### config.mk
export PLATFORM = sky130hd
export DESIGN_NAME = adc_front_end_pins
export DESIGN_NICKNAME = d
export VERILOG_FILES = /design/src/two_entry_buffer.v /design/src/adc_front_end_pins.v
export VERILOG_INCLUDE_DIRS = /design/src /design/src/src
export SDC_FILE = /design/constraint.sdc
export NUM_CORES = 1
export LEC_CHECK = 0
export BUFFER_PORTS_ARGS = -buffer_cell sky130_fd_sc_hd__buf_2
export CAP_MARGIN = 25
export CELL_PAD_IN_SITES_DETAIL_PLACEMENT = 1
export CELL_PAD_IN_SITES_GLOBAL_PLACEMENT = 2
export CORE_MARGIN = 4
export CORE_UTILIZATION = 38
export CTS_CLUSTER_DIAMETER = 200
export DETAILED_ROUTE_END_ITERATION = 8
export PLACE_DENSITY_LB_ADDON = 0.1
export SLEW_MARGIN = 30
export SYNTH_ARGS = -nofsm -noshare
export SYNTH_HDL_FRONTEND = slang
export SYNTH_SLANG_ARGS = --single-unit
### constraint.sdc
create_clock -name core_clk_i -period 7.5 [get_ports core_clk_i]
set_input_delay 0.75 -clock core_clk_i [delete_from_list [all_inputs] [get_ports core_clk_i]]
set_output_delay 0.75 -clock core_clk_i [all_outputs]
set_load 0.01 [all_outputs]
### src/adc_front_end_defines.vh
// constants and timing codes for the converter front end pin logic
//
// What this block does
// - idle ready pin drives high when idle-high select is 1, else floats
// - each completed conversion gives one low pulse on the ready pin
// - ready pulse timed from master clock, fixed width per clock setup
// - ready pulse never held; timing set only by clock, ratio, divider
// - pulse lasts half a sample clock period, repeats at output rate
// - ready pulse generation ignores serial port activity completely
// - external clock select disables oscillator, uses clock input pin
// - analog-side clock is master clock divided by chosen divider
// - external reference select disables internal reference, else switch it on
// - serial port ignores everything while chip select is high
// - chip select fall starts a transaction, rise ends it
// - no serial communication while hard reset pin is low
// - serial input bits sampled on rising serial clock edges
// - serial output bits shifted on falling serial clock edges
// - works in clock modes 0,0 and 1,1
// - serial clock and master clock treated as unrelated domains
// - output released while the command byte is received
// - output released in writes, chip select high, or hard reset
// - output driven only during read data phase
// - half duplex: never input and output in the same bit periods
// - every transaction opens with an 8-bit read or write command
// - divider codes 0 to 3 divide by 1, 2, 4, 8; default 1
// - sample clock is analog-side clock divided by four
// - output rate clock is sample clock divided by oversampling ratio
`ifndef ADC_FRONT_END_DEFINES_VH
`define ADC_FRONT_END_DEFINES_VH

// synchroniser lanes
`define PIN_N          5
`define PIN_CS         0
`define PIN_SCK        1
`define PIN_SDI        2
`define PIN_RST        3
`define PIN_CLKIN      4
// cs high, reset pin low, rest low
`define PIN_RST_VAL    5'h01

// command byte
`define CMD_W          8
`define CMD_CNT_W      3
`define CMD_LAST       3'h7
`define CMD_READ_BIT   0

// serial phases
`define PH_IDLE        2'h0
`define PH_CMD         2'h1
`define PH_WRITE       2'h2
`define PH_READ        2'h3

// clock dividers
`define PRE_ONE        3'h1
`define AM_PH_LAST     2'h3
`define AM_PH_HALF     2'h2
`define OSR_MIN        13'h0020
`define OSR_CNT_ZERO   13'h0000
`define OSR_ONE        13'h0001

`endif

### src/two_entry_buffer.v
// two-entry buffer with valid and ready on both sides
`timescale 1ns/100ps
module two_entry_buffer #(
   parameter W = 24
) (
   // clock and reset
   input  wire         clk_i,
   input  wire         rst_i,
   // filling side
   input  wire [W-1:0] in_data_i,
   input  wire         in_valid_i,
   output wire         in_ready_o,
   // draining side
   output wire [W-1:0] out_data_o,
   output wire         out_valid_o,
   input  wire         out_ready_i
);

   reg [W-1:0] data0_reg;
   reg [W-1:0] data1_reg;
   reg [1:0]   cnt_reg;
   reg [1:0]   cnt_next;
   reg         full_reg;
   reg         valid_reg;
   wire        push;
   wire        pop;

   assign push        = in_valid_i & ~full_reg;
   assign pop         = out_ready_i & valid_reg;
   assign in_ready_o  = ~full_reg;
   assign out_valid_o = valid_reg;
   assign out_data_o  = data0_reg;

   always @* begin
      cnt_next = cnt_reg;
      if (push & ~pop) begin
         cnt_next = cnt_reg + 2'h1;
      end else if (pop & ~push) begin
         cnt_next = cnt_reg - 2'h1;
      end
   end

   always @(posedge clk_i) begin
      if (rst_i) begin
         data0_reg <= {W{1'b0}};
         data1_reg <= {W{1'b0}};
         cnt_reg   <= 2'h0;
         full_reg  <= 1'b0;
         valid_reg <= 1'b0;
      end else begin
         cnt_reg   <= cnt_next;
         full_reg  <= (cnt_next == 2'h2);
         valid_reg <= (cnt_next != 2'h0);
         if (pop) begin
            data0_reg <= (push && cnt_reg == 2'h1) ? in_data_i : data1_reg;
         end
         if (push) begin
            if (cnt_reg == 2'h0) begin
               data0_reg <= in_data_i;
            end else if (cnt_reg == 2'h1 && !pop) begin
               data1_reg <= in_data_i;
            end else if (cnt_reg == 2'h2 || (cnt_reg == 2'h1 && pop)) begin
               data1_reg <= in_data_i;
            end
         end
      end
   end

endmodule

### src/adc_front_end_pins.v
// pin-level serial port, ready pulse and clock/reference select logic
`timescale 1ns/100ps
`include "adc_front_end_defines.vh"
module adc_front_end_pins #(
   parameter DATA_W = 24
) (
   // clock and reset
   input  wire              core_clk_i,
   input  wire              srst_i,
   // serial pins
   input  wire              chip_select_n_i,
   input  wire              sck_i,
   input  wire              sdi_i,
   output reg               sdo_o,
   output reg               sdo_oe_o,
   input  wire              hard_reset_n_i,
   // conversion-ready pin
   output reg               conversion_ready_pin_o,
   output reg               conversion_ready_pin_oe_o,
   // clock source
   input  wire              clock_input_pin_i,
   input  wire              osc_tick_i,
   output reg               osc_enable_o,
   // reference source
   output reg               int_ref_enable_o,
   output reg               ref_switch_o,
   // configuration bits
   input  wire              ready_pin_idle_high_select_i,
   input  wire              external_clock_select_i,
   input  wire              external_reference_select_i,
   input  wire [1:0]        analog_clock_divider_i,
   input  wire [2:0]        oversampling_ratio_i,
   // conversion results
   input  wire [DATA_W-1:0] result_data_i,
   input  wire              result_valid_i,
   output wire              result_ready_o,
   // decoded serial traffic and conversion done pulse
   output reg  [`CMD_W-1:0] cmd_o,
   output reg               cmd_valid_o,
   output reg               cmd_read_o,
   output reg  [`CMD_W-1:0] wr_data_o,
   output reg               wr_valid_o,
   output reg               busy_o,
   output reg               conv_done_o
);

   // pin synchronisers: third and second flop must agree
   reg [`PIN_N-1:0] sync1_reg;
   reg [`PIN_N-1:0] sync2_reg;
   reg [`PIN_N-1:0] sync3_reg;
   reg [`PIN_N-1:0] pin_reg;
   reg [`PIN_N-1:0] pin_prev_reg;
   wire [`PIN_N-1:0] pin_raw;
   wire [`PIN_N-1:0] pin_rst = `PIN_RST_VAL;

   assign pin_raw = {clock_input_pin_i, hard_reset_n_i, sdi_i, sck_i, chip_select_n_i};

   genvar gi;
   generate
      for (gi = 0; gi < `PIN_N; gi = gi + 1) begin : g_sync
         always @(posedge core_clk_i) begin
            if (srst_i) begin
               sync1_reg[gi]    <= pin_rst[gi];
               sync2_reg[gi]    <= pin_rst[gi];
               sync3_reg[gi]    <= pin_rst[gi];
               pin_reg[gi]      <= pin_rst[gi];
               pin_prev_reg[gi] <= pin_rst[gi];
            end else begin
               sync1_reg[gi]    <= pin_raw[gi];
               sync2_reg[gi]    <= sync1_reg[gi];
               sync3_reg[gi]    <= sync2_reg[gi];
               if (sync2_reg[gi] == sync3_reg[gi]) begin
                  pin_reg[gi] <= sync3_reg[gi];
               end
               pin_prev_reg[gi] <= pin_reg[gi];
            end
         end
      end
   endgenerate

   wire cs_n     = pin_reg[`PIN_CS];
   wire sdi      = pin_reg[`PIN_SDI];
   wire sck_rise = pin_reg[`PIN_SCK] & ~pin_prev_reg[`PIN_SCK];
   wire sck_fall = ~pin_reg[`PIN_SCK] & pin_prev_reg[`PIN_SCK];
   wire cs_fall  = ~cs_n & pin_prev_reg[`PIN_CS];
   wire clkin_rise = pin_reg[`PIN_CLKIN] & ~pin_prev_reg[`PIN_CLKIN];

   // hard reset pin resets all but the pin synchronisers
   wire rst = srst_i | ~pin_reg[`PIN_RST];

   wire mclk_tick = external_clock_select_i ? clkin_rise : osc_tick_i;

   // ---------------- ready pulse timing ----------------
   reg [2:0]  pre_cnt_reg;
   reg [1:0]  am_ph_reg;
   reg [12:0] osr_cnt_reg;
   reg        pulse_reg;
   wire [2:0]  pre_last = (`PRE_ONE << analog_clock_divider_i) - `PRE_ONE;
   wire [12:0] osr_last = (`OSR_MIN << oversampling_ratio_i) - `OSR_ONE;
   wire        am_tick  = mclk_tick && (pre_cnt_reg >= pre_last);
   wire        dm_tick  = am_tick && (am_ph_reg == `AM_PH_LAST);
   wire        dr_tick  = dm_tick && (osr_cnt_reg >= osr_last);

   always @(posedge core_clk_i) begin
      if (rst) begin
         pre_cnt_reg <= 3'h0;
         am_ph_reg   <= 2'h0;
         osr_cnt_reg <= `OSR_CNT_ZERO;
         pulse_reg   <= 1'b0;
         conv_done_o <= 1'b0;
      end else begin
         conv_done_o <= dr_tick;
         if (mclk_tick) begin
            pre_cnt_reg <= am_tick ? 3'h0 : pre_cnt_reg + 3'h1;
         end
         if (am_tick) begin
            // sample clock is a quarter of the analog clock
            am_ph_reg <= am_ph_reg + 2'h1;
         end
         if (dm_tick) begin
            osr_cnt_reg <= dr_tick ? `OSR_CNT_ZERO : osr_cnt_reg + `OSR_ONE;
         end
         // pulse for half a sample period
         if (dr_tick) begin
            pulse_reg <= 1'b1;
         end else if (am_tick && am_ph_reg == `AM_PH_HALF - 2'h1) begin
            pulse_reg <= 1'b0;
         end
      end
   end

   // ready pin driven only from the divider chain and the idle-high select
   always @(posedge core_clk_i) begin
      if (rst) begin
         conversion_ready_pin_o    <= 1'b1;
         conversion_ready_pin_oe_o <= 1'b0;
         osc_enable_o              <= 1'b1;
         int_ref_enable_o          <= 1'b1;
         ref_switch_o              <= 1'b1;
      end else begin
         conversion_ready_pin_o    <= ~pulse_reg;
         conversion_ready_pin_oe_o <= pulse_reg | ready_pin_idle_high_select_i;
         osc_enable_o              <= ~external_clock_select_i;
         // internal reference on and switched to pin unless external reference selected
         int_ref_enable_o          <= ~external_reference_select_i;
         ref_switch_o              <= ~external_reference_select_i;
      end
   end

   // ---------------- serial port ----------------
   reg [1:0]            phase_reg;
   reg [`CMD_CNT_W-1:0] bit_cnt_reg;
   reg [`CMD_W-1:0]     in_sh_reg;
   reg [DATA_W-1:0]     out_sh_reg;
   reg [5:0]            out_cnt_reg;
   wire [DATA_W-1:0]    buf_data;
   wire                 buf_valid;
   wire                 word_start = (out_cnt_reg == 6'h00);
   wire                 buf_pop = (phase_reg == `PH_READ) && sck_fall && word_start && !cs_n;
   wire [`CMD_W-1:0]    in_next = {in_sh_reg[`CMD_W-2:0], sdi};
   wire [DATA_W-1:0]    word = buf_valid ? buf_data : {DATA_W{1'b0}};

   two_entry_buffer #(
      .W (DATA_W)
   ) u_result_buf (
      .clk_i       (core_clk_i),
      .rst_i       (rst),
      .in_data_i   (result_data_i),
      .in_valid_i  (result_valid_i),
      .in_ready_o  (result_ready_o),
      .out_data_o  (buf_data),
      .out_valid_o (buf_valid),
      .out_ready_i (buf_pop)
   );

   always @(posedge core_clk_i) begin
      if (rst) begin
         phase_reg   <= `PH_IDLE;
         bit_cnt_reg <= {`CMD_CNT_W{1'b0}};
         in_sh_reg   <= {`CMD_W{1'b0}};
         out_sh_reg  <= {DATA_W{1'b0}};
         out_cnt_reg <= 6'h00;
         sdo_o       <= 1'b0;
         sdo_oe_o    <= 1'b0;
         cmd_o       <= {`CMD_W{1'b0}};
         cmd_valid_o <= 1'b0;
         cmd_read_o  <= 1'b0;
         wr_data_o   <= {`CMD_W{1'b0}};
         wr_valid_o  <= 1'b0;
         busy_o      <= 1'b0;
      end else begin
         cmd_valid_o <= 1'b0;
         wr_valid_o  <= 1'b0;
         if (cs_n) begin
            // chip select high ends and ignores all
            phase_reg <= `PH_IDLE;
            sdo_oe_o  <= 1'b0;
            busy_o    <= 1'b0;
         end else if (cs_fall) begin
            // new transaction opens with a command byte
            phase_reg   <= `PH_CMD;
            bit_cnt_reg <= {`CMD_CNT_W{1'b0}};
            out_cnt_reg <= 6'h00;
            sdo_oe_o    <= 1'b0;
            busy_o      <= 1'b1;
         end else begin
            case (phase_reg)
               `PH_CMD: begin
                  if (sck_rise) begin
                     in_sh_reg   <= in_next;
                     bit_cnt_reg <= bit_cnt_reg + 1'b1;
                     if (bit_cnt_reg == `CMD_LAST) begin
                        cmd_o       <= in_next;
                        cmd_valid_o <= 1'b1;
                        cmd_read_o  <= in_next[`CMD_READ_BIT];
                        phase_reg   <= in_next[`CMD_READ_BIT] ? `PH_READ : `PH_WRITE;
                     end
                  end
               end
               `PH_WRITE: begin
                  if (sck_rise) begin
                     in_sh_reg   <= in_next;
                     bit_cnt_reg <= bit_cnt_reg + 1'b1;
                     if (bit_cnt_reg == `CMD_LAST) begin
                        wr_data_o  <= in_next;
                        wr_valid_o <= 1'b1;
                     end
                  end
               end
               `PH_READ: begin
                  // shift out on fall, input ignored
                  if (sck_fall) begin
                     sdo_oe_o <= 1'b1;
                     if (word_start) begin
                        sdo_o      <= word[DATA_W-1];
                        out_sh_reg <= {word[DATA_W-2:0], 1'b0};
                     end else begin
                        sdo_o      <= out_sh_reg[DATA_W-1];
                        out_sh_reg <= {out_sh_reg[DATA_W-2:0], 1'b0};
                     end
                     out_cnt_reg <= (out_cnt_reg == DATA_W - 1) ? 6'h00 : out_cnt_reg + 6'h01;
                  end
               end
               default: begin
                  phase_reg <= `PH_IDLE;
               end
            endcase
         end
      end
   end

endmodule

==> reports/qor.yml, run 1 <==
power_and_ir_drop:
  irDropWorstVdd_mv: 0.1652
  switching_share: 0.2343
  clkPwrFrac: 0.471
  p_int_mw: 1.312
  powerDensity_mw_per_mm2: 219.8
  leakagePower_nw: 2.744
  p_comb_frac: 0.027
  power.total_mw: 1.714
  seq_power_share: 0.502
  switching_power_uw: 401.6
clock_tree:
  clk_pin_slew_ns: 0.07
  post_cts_resized: 0
  clock_sinks: 161
  cts_buffers: 17
  post-cts-setup-buffers: 0
  ctsRootBufferMaster: "clkbuf_16"
  cts_buffer_depth: 2
  postCtsHoldBufs: 0
  clkLatencyLatePin_ns: 0.43
  cts-htree-levels: 4
  cts_tree: "built"
timing:
  slew_headroom: 0.4689
  worst_clock_skew_ns: 0.01257
  finalCritPeriodShare: 0.4141
  period_needed_ns: 3.106
  rsz0062_at_grt: "false"
  maxSlewViolCount: 0
  hold_ws_ns: 0.4148
  max_clock_freq_ghz: 0.3220
  fin_setup_tns_ns: 0
  hold_viol_final: 0
  finalSetupViolCount: 0
  worst-slew-pin-transition_ns: 0.7947
  layout_setup_ws_ns: 4.394
setup_path:
  arrival_ns: 3.40
  end_kind: "register"
  path_buf_inv: 1
  crit_slowest_cell: "o21ai_1"
  crit_type: "input port to register"
  required_ns: 7.79
  crit_family: "compound AO/OA/AOI/OAI gates"
  start_kind: "input port"
  cpPeakStageDelay_ns: 0.61
  cp_cell_sequence: "buf_2 > or3_1 > ha_1 > nor3_1 > a21oi_1 > o21a_1 > ha_1 > nand4_1 > a21oi_1 > a211oi_2 > o21ai_1 > nor2_1"
  cp_max_fo: 11
route:
  vias: 5799
  routed_wl_mm: 17.62
  routedWlPerCell_microns: 16.27
  via_per_inst: 5.355
  antenna_left: 0
  firstDrtPassIters: 4
  drcViolationCount: 0
  drt_first_iter_violations: 232
die:
  die_w_microns: 141.7
  dieArea_sq_mm: 0.02008
  rows: 48
  start_util: 0.3901
  boundaryPins: 70
  die_h_microns: 141.7
  fp.coreArea_sq_mm: 0.01742
global_route:
  grt_start_max_net_pins: 52
  use_met3: 0.04719
  antenna_found_initial: 2
  overflow: 0
  grt_pass1_vias: 6036
  grt_pass1_wl_mm: 29.57
  use_met1: 0.2217
  track_usage: 0.1803
  use_met2: 0.3140
  top_usage_layer: "met2"
synth:
  synth_nets: 872
  synth_common_cells: "161 x dfxtp_1, 131 x nand2_1, 97 x a21oi_1, 67 x nor2_1, 48 x nand3_1"
  synth_edf_count: 0
  synth_top_area_frac: 0.4744
  yosys_warnings: 0
  yosysSeqAreaShare: 0.4744
  synth.top_cells.by_area: "dfxtp_1 47%, nand2_1 7.2%, a21oi_1 7.1%, ha_1 4.6%, nor2_1 3.7%"
  avgSynthCellArea_sq_um: 8.429
  yosysMostFrequentCell: "dfxtp_1"
  synth_seq_cells: 161
  yosysTopAreaCell: "dfxtp_1"
  synth_cells: 806
  async_flop_share: 0
  ys.flop_type: "dfxtp_1"
  synth_cell_types: 51
  synth_area_sq_mm: 0.006794
place:
  portBuffers: 69
  pre_cts_ws_ns: 3.881
  dp_hpwl_mm: 11.72
  gp_congestion: 0.7799
job:
  max_cap_violations: 0
layout:
  layout-drive-gt1-share: 0.1515
  areaGrowthSynthToFinish_pct: 14.75
  n_antenna_cell: 0
  final_net_count: 911
status:
  status: "finished, final reports clean"
worst_hold_path:
  holdCritPathClass: "register to register"
metrics by stage:
step	cells	util	area (sq um)
6_report	1083	0.4476	7796
5_1_grt	1083	0.4476	7796
4_1_cts	1083	0.4471	7787
3_5_place_dp	1051	0.4156	7238
3_3_place_gp	1049	0.4125	7184
2_1_floorplan	806	-	6794
final timing paths:
kind                                 from        endpoint  slack [ns]  cells after the start
setup reg to reg           pre_cnt_reg[0]  osr_cnt_reg[6]        5.25                      7
hold reg to reg              sync1_reg[0]    sync2_reg[0]        0.41                      1
setup / recovery  oversampling_ratio_i[2]  osr_cnt_reg[6]        4.39                     12
hold / removal               sync1_reg[0]    sync2_reg[0]        0.41                      1
power by group through the flow:
| stage | clock network [mW] | registers (mW) | logic [mW] |
|---|---|---|---|
| after global routing | 0.869 | 0.860 | 0.0531 |
| after floorplan | 0 | 0.879 | 0.0251 |
| after CTS | 0.833 | 0.860 | 0.0469 |
| final | 0.808 | 0.860 | 0.0461 |
| after global placement | 0 | 0.879 | 0.0433 |
| after detailed placement | 0 | 0.879 | 0.0467 |
worst reg2reg max path, stage by stage, from the launching register on:
cell,delay (ns)
dfxtp_1,0.36
inv_1,0.09
ha_1,0.28
nor2b_1,0.05
o21ai_0,0.32
nand3b_1,0.23
o21ai_1,0.67
nor2_1,0.12
layer usage:
metal | vias to the layer above | part of all wire
li1 | 2876 | -
met1 | 2817 | 0.46
met2 | 85 | 0.49
met3 | 17 | 0.037
met4 | 4 | 0.010
met5 | - | 0.0012
placed cells by master, fill, tap and decap left out, drive strengths merged, types with 2 or more instances in the layout:
| master | n |
|---|---|
| buf | 74 |
| nand4 | 12 |
| a311oi | 26 |
| dfxtp | 161 |
| ha | 25 |
| a211oi | 4 |
| o221ai | 24 |
| inv | 40 |
| or2 | 7 |
| nor2b | 18 |
| and2 | 3 |
| clkbuf | 18 |
| a22oi | 3 |
| o21ai | 16 |
| nand3b | 4 |
| o21a | 3 |
| and4 | 3 |
| a21oi | 97 |
| nor3 | 10 |
| nand3 | 48 |
| or3 | 3 |
| xor2 | 4 |
| clkinv | 9 |
| o21bai | 2 |
| xnor2 | 14 |
| nor2 | 70 |
| nor4 | 8 |
| and3 | 3 |
| nand2 | 131 |
| clkinvlp | 3 |
| a2bb2oi | 2 |
cell type report:
class                   count  area, sq um
clock inverters            14        110.1
well taps                 225        281.5
repair buffers             74        415.4
fillers                  2104         9620
flip-flops and latches    161         3224
multi-input cells         553         3183
inverters                  38        142.6
clock buffers              18        439.2
kinds of logic after synthesis:
logic type | Yosys count | synth area share
adder cells (fa/ha/maj) | 25 | 0.04604
buffers and inverters | 92 | 0.06059
AND/OR/NAND/NOR | 326 | 0.2236
flip-flops | 161 | 0.4744
XOR/XNOR | 18 | 0.02320
multiplexers | 1 | 0.001473
AO/OA/AOI/OAI | 182 | 0.1702
other | 1 | 0.0005520
Power figures use the tool's default switching activity.
==> run 2, diff against run 1 <==
--- a/config.mk
+++ b/config.mk
@@ -6,12 +6,13 @@
 export SDC_FILE = /design/constraint.sdc
 export NUM_CORES = 1
 export LEC_CHECK = 0
+export ABC_AREA = 1
 export BUFFER_PORTS_ARGS = -buffer_cell sky130_fd_sc_hd__buf_2
 export CAP_MARGIN = 25
 export CELL_PAD_IN_SITES_DETAIL_PLACEMENT = 1
 export CELL_PAD_IN_SITES_GLOBAL_PLACEMENT = 2
 export CORE_MARGIN = 4
-export CORE_UTILIZATION = 38
+export CORE_UTILIZATION = 30
 export CTS_CLUSTER_DIAMETER = 200
 export DETAILED_ROUTE_END_ITERATION = 8
 export PLACE_DENSITY_LB_ADDON = 0.1
==> constraint.sdc (replaced) <==
create_clock -name core_clk_i -period 2.65 [get_ports core_clk_i]
set_input_delay 0.265 -clock core_clk_i [delete_from_list [all_inputs] [get_ports core_clk_i]]
set_output_delay 0.265 -clock core_clk_i [all_outputs]
set_load 0.01 [all_outputs]
==> run 2 against run 1 <==
Cell area rose by 12%. Combinational power increased to 3.2 times the previous value. First-iteration DRC count grew 17%. Global-route usage fell by 3.0 points. Critical path depth increased by 7. Flip-flop and latch count unchanged. Count of clock-buffer cells in the layout down 1. Synthesized area up 10%. Setup slack lost 3.9 ns. Clock skew increased by 0.0065 ns. Non-clock buffer count rose by 13. Core utilization shrank 8.9 points. Critical path type unchanged. Largest cell class is now multi-input gates.
==> reports/qor.yml, run 2 <==
route:
  drcViolationCount: 0
  firstDrtPassIters: 5
  routedWlPerCell_microns: 13.99
  drt_first_iter_violations: 272
  routed_wl_mm: 20.31
  antenna_left: 0
  via_per_inst: 4.651
  vias: 6753
layout:
  areaGrowthSynthToFinish_pct: 16.76
  final_common_cell: "nand2_1"
  n_antenna_cell: 0
  final_net_count: 1181
  final_area_sq_mm: 0.008761
  layout-drive-gt1-share: 0.1268
  layout_common_cells: "214 x nand2_1, 161 x dfxtp_1, 145 x inv_1"
global_route:
  grt_pass1_vias: 6711
  antenna_found_initial: 0
  track_usage: 0.1503
  use_met2: 0.2388
  grt_start_max_net_pins: 73
  overflow: 0
  use_met1: 0.2129
  grt_pass1_wl_mm: 34.60
  top_usage_layer: "met2"
  use_met3: 0.02928
die:
  start_util: 0.3067
  die_w_microns: 166.2
  rows: 57
  die_h_microns: 166.2
  fp.coreArea_sq_mm: 0.02446
  dieArea_sq_mm: 0.02761
  boundaryPins: 70
timing:
  finalSetupViolCount: 0
  rsz0062_at_grt: "false"
  hold_viol_final: 0
  finalCritPeriodShare: 0.8212
  worst_clock_skew_ns: 0.01912
  max_clock_freq_ghz: 0.4595
  worst-slew-pin-transition_ns: 0.7927
  maxSlewViolCount: 0
  hold_ws_ns: 0.01644
  period_needed_ns: 2.176
  slew_headroom: 0.4716
worst_hold_path:
  holdCritPathClass: "input port to register"
  min_from: "sck_i"
setup_path:
  startpoint: "oversampling_ratio_i[0]"
  cp_max_fo: 6
  crit_slowest_cell: "ha_1"
  crit_top_cell: "nor2_1"
  required_ns: 2.98
  start_kind: "input port"
  cpPeakStageDelay_ns: 0.30
  crit_family: "simple AND/OR/NAND/NOR gates"
  path_buf_inv: 4
  end_kind: "register"
  arrival_ns: 2.51
  crit_type: "input port to register"
  cp_cell_sequence: "buf_2 > nor2_1 > inv_1 > nor2_1 > inv_1 > ha_1 > inv_1 > xor2_1 > nand3_1 > ha_1 > nand2_1 > nor2_1 > nand2_1 > nor2_1 > nor2_1 > nand2_1 > nand2_1 > nand2_1 > nor2_1"
  reg2reg_from: "phase_reg[0]"
clock_tree:
  clkLatencyLatePin_ns: 0.44
  cts-htree-levels: 4
  post-cts-setup-buffers: 0
  ctsRootBufferMaster: "clkbuf_16"
  clock_sinks: 161
  cts_buffers: 17
  cts_tree: "built"
  cts_buffer_depth: 2
  clk_pin_slew_ns: 0.08
place:
  dpl_cell_area_sq_mm: 0.008134
  dp_hpwl_mm: 14.05
  portBuffers: 69
  gp_congestion: 0.7450
synth:
  synth_cell_types: 38
  synth_cells: 1057
  synth_seq_cells: 161
  synth_nets: 1123
  synth_edf_count: 0
  avgSynthCellArea_sq_um: 7.099
  yosysMostFrequentCell: "nand2_1"
  yosysSeqAreaShare: 0.4295
  synth_top_area_frac: 0.4295
  async_flop_share: 0
  ys.flop_type: "dfxtp_1"
  synth.top_cells.by_area: "dfxtp_1 43%, nand2_1 11%, inv_1 7.3%, nand3_1 6.2%, a21oi_1 5.8%"
  synth_area_sq_mm: 0.007503
  yosys_warnings: 0
  synth_common_cells: "214 x nand2_1, 161 x dfxtp_1, 145 x inv_1, 116 x nor2_1, 93 x nand3_1"
  yosysTopAreaCell: "dfxtp_1"
power_and_ir_drop:
  irDropWorstVdd_mv: 0.3243
  leakagePower_nw: 3.878
  powerDensity_mw_per_mm2: 583.0
status:
  status: "finished, final reports clean"
job:
  max_cap_violations: 0
[run 2: cell count changes after synthesis, sizes merged, moves of 24 or more]
cell    before  now
a311oi      26    0
inv         38  152
nand2      131  219
nand3       48   94
nor2        70  122
o211ai       1   25
o21ai       16   87
o221ai      24    0
[run 2: cell families (layout without fill, tap and decap cells)]
group           after synthesis  after routing  synth area share
other cells                   1              1         0.0004998
fa+ha+maj                    25             25           0.04169
flops                       161            161            0.4295
buf+inv                     202            273            0.1114
xor+xnor                      4              4          0.004669
simple gates                450            450            0.2530
compound gates              214            214            0.1592
[run 2: path summary, 6_finish.rpt]
kind                                end  slack, ns  cells after the start
max                      osr_cnt_reg[3]       0.47                     19
min reg2reg                sync2_reg[4]       0.41                      2
min                        sync1_reg[1]       0.02                      3
max reg2reg  u_result_buf.out_data_o[9]       0.76                      9
[run 2: where the power goes]
group	internal, mW	switching, mW
Clock	1.29	1.24
Sequential	2.43	0.00366
Combinational	0.0555	0.0923
Total	3.77	1.34
[run 2: layout make-up]
class | instances | area (sq um)
clock buffers | 17 | 425.4
clock inverters | 15 | 181.4
fillers | 3097 | 15700
inverters | 154 | 583.1
multi-input cells | 694 | 3445
flip-flops and latches | 161 | 3223
well taps | 324 | 405.4
repair buffers | 87 | 498.0
[run 2: worst reg2reg max path, delay by kind of cell, from the launching register on]
family / cells / cell delay, ns
AO/OA/AOI/OAI: 2 / 0.21
buffers and inverters: 2 / 0.35
flip-flops: 1 / 0.35
AND/OR/NAND/NOR: 4 / 0.67
adder cells (fa/ha/maj): 1 / 0.22
[run 2: timing repair]
action | in CTS | in global routing
hold buffers | 2 | 0
setup endpoints to repair | 0 | 0
hold endpoints to repair | 2 | 0
resized for setup | 0 | 0
[run 2: metal layers]
metal  routed length [microns]  part of all wire
met1                     10670              0.53
met2                      9071              0.45
met3                       420             0.021
met4                       147            0.0072
met5                         0                 0
[run 2: stage by stage]
step | setup WS, ns | power (mW) | cells | TNS, ns | util
finish | 0.4737 | 5.107 | 1452 | 0 | 0.3581
global route | 0.1713 | 5.319 | 1452 | 0 | 0.3581
CTS | 0.4439 | 5.196 | 1452 | 0 | 0.3581
detailed placement | -0.009381 | 2.635 | 1418 | -0.04273 | 0.3325
global placement | 0.05957 | 2.635 | 1418 | 0 | 0.3325
floorplan | 0.5074 | 2.569 | 1057 | 0 | -
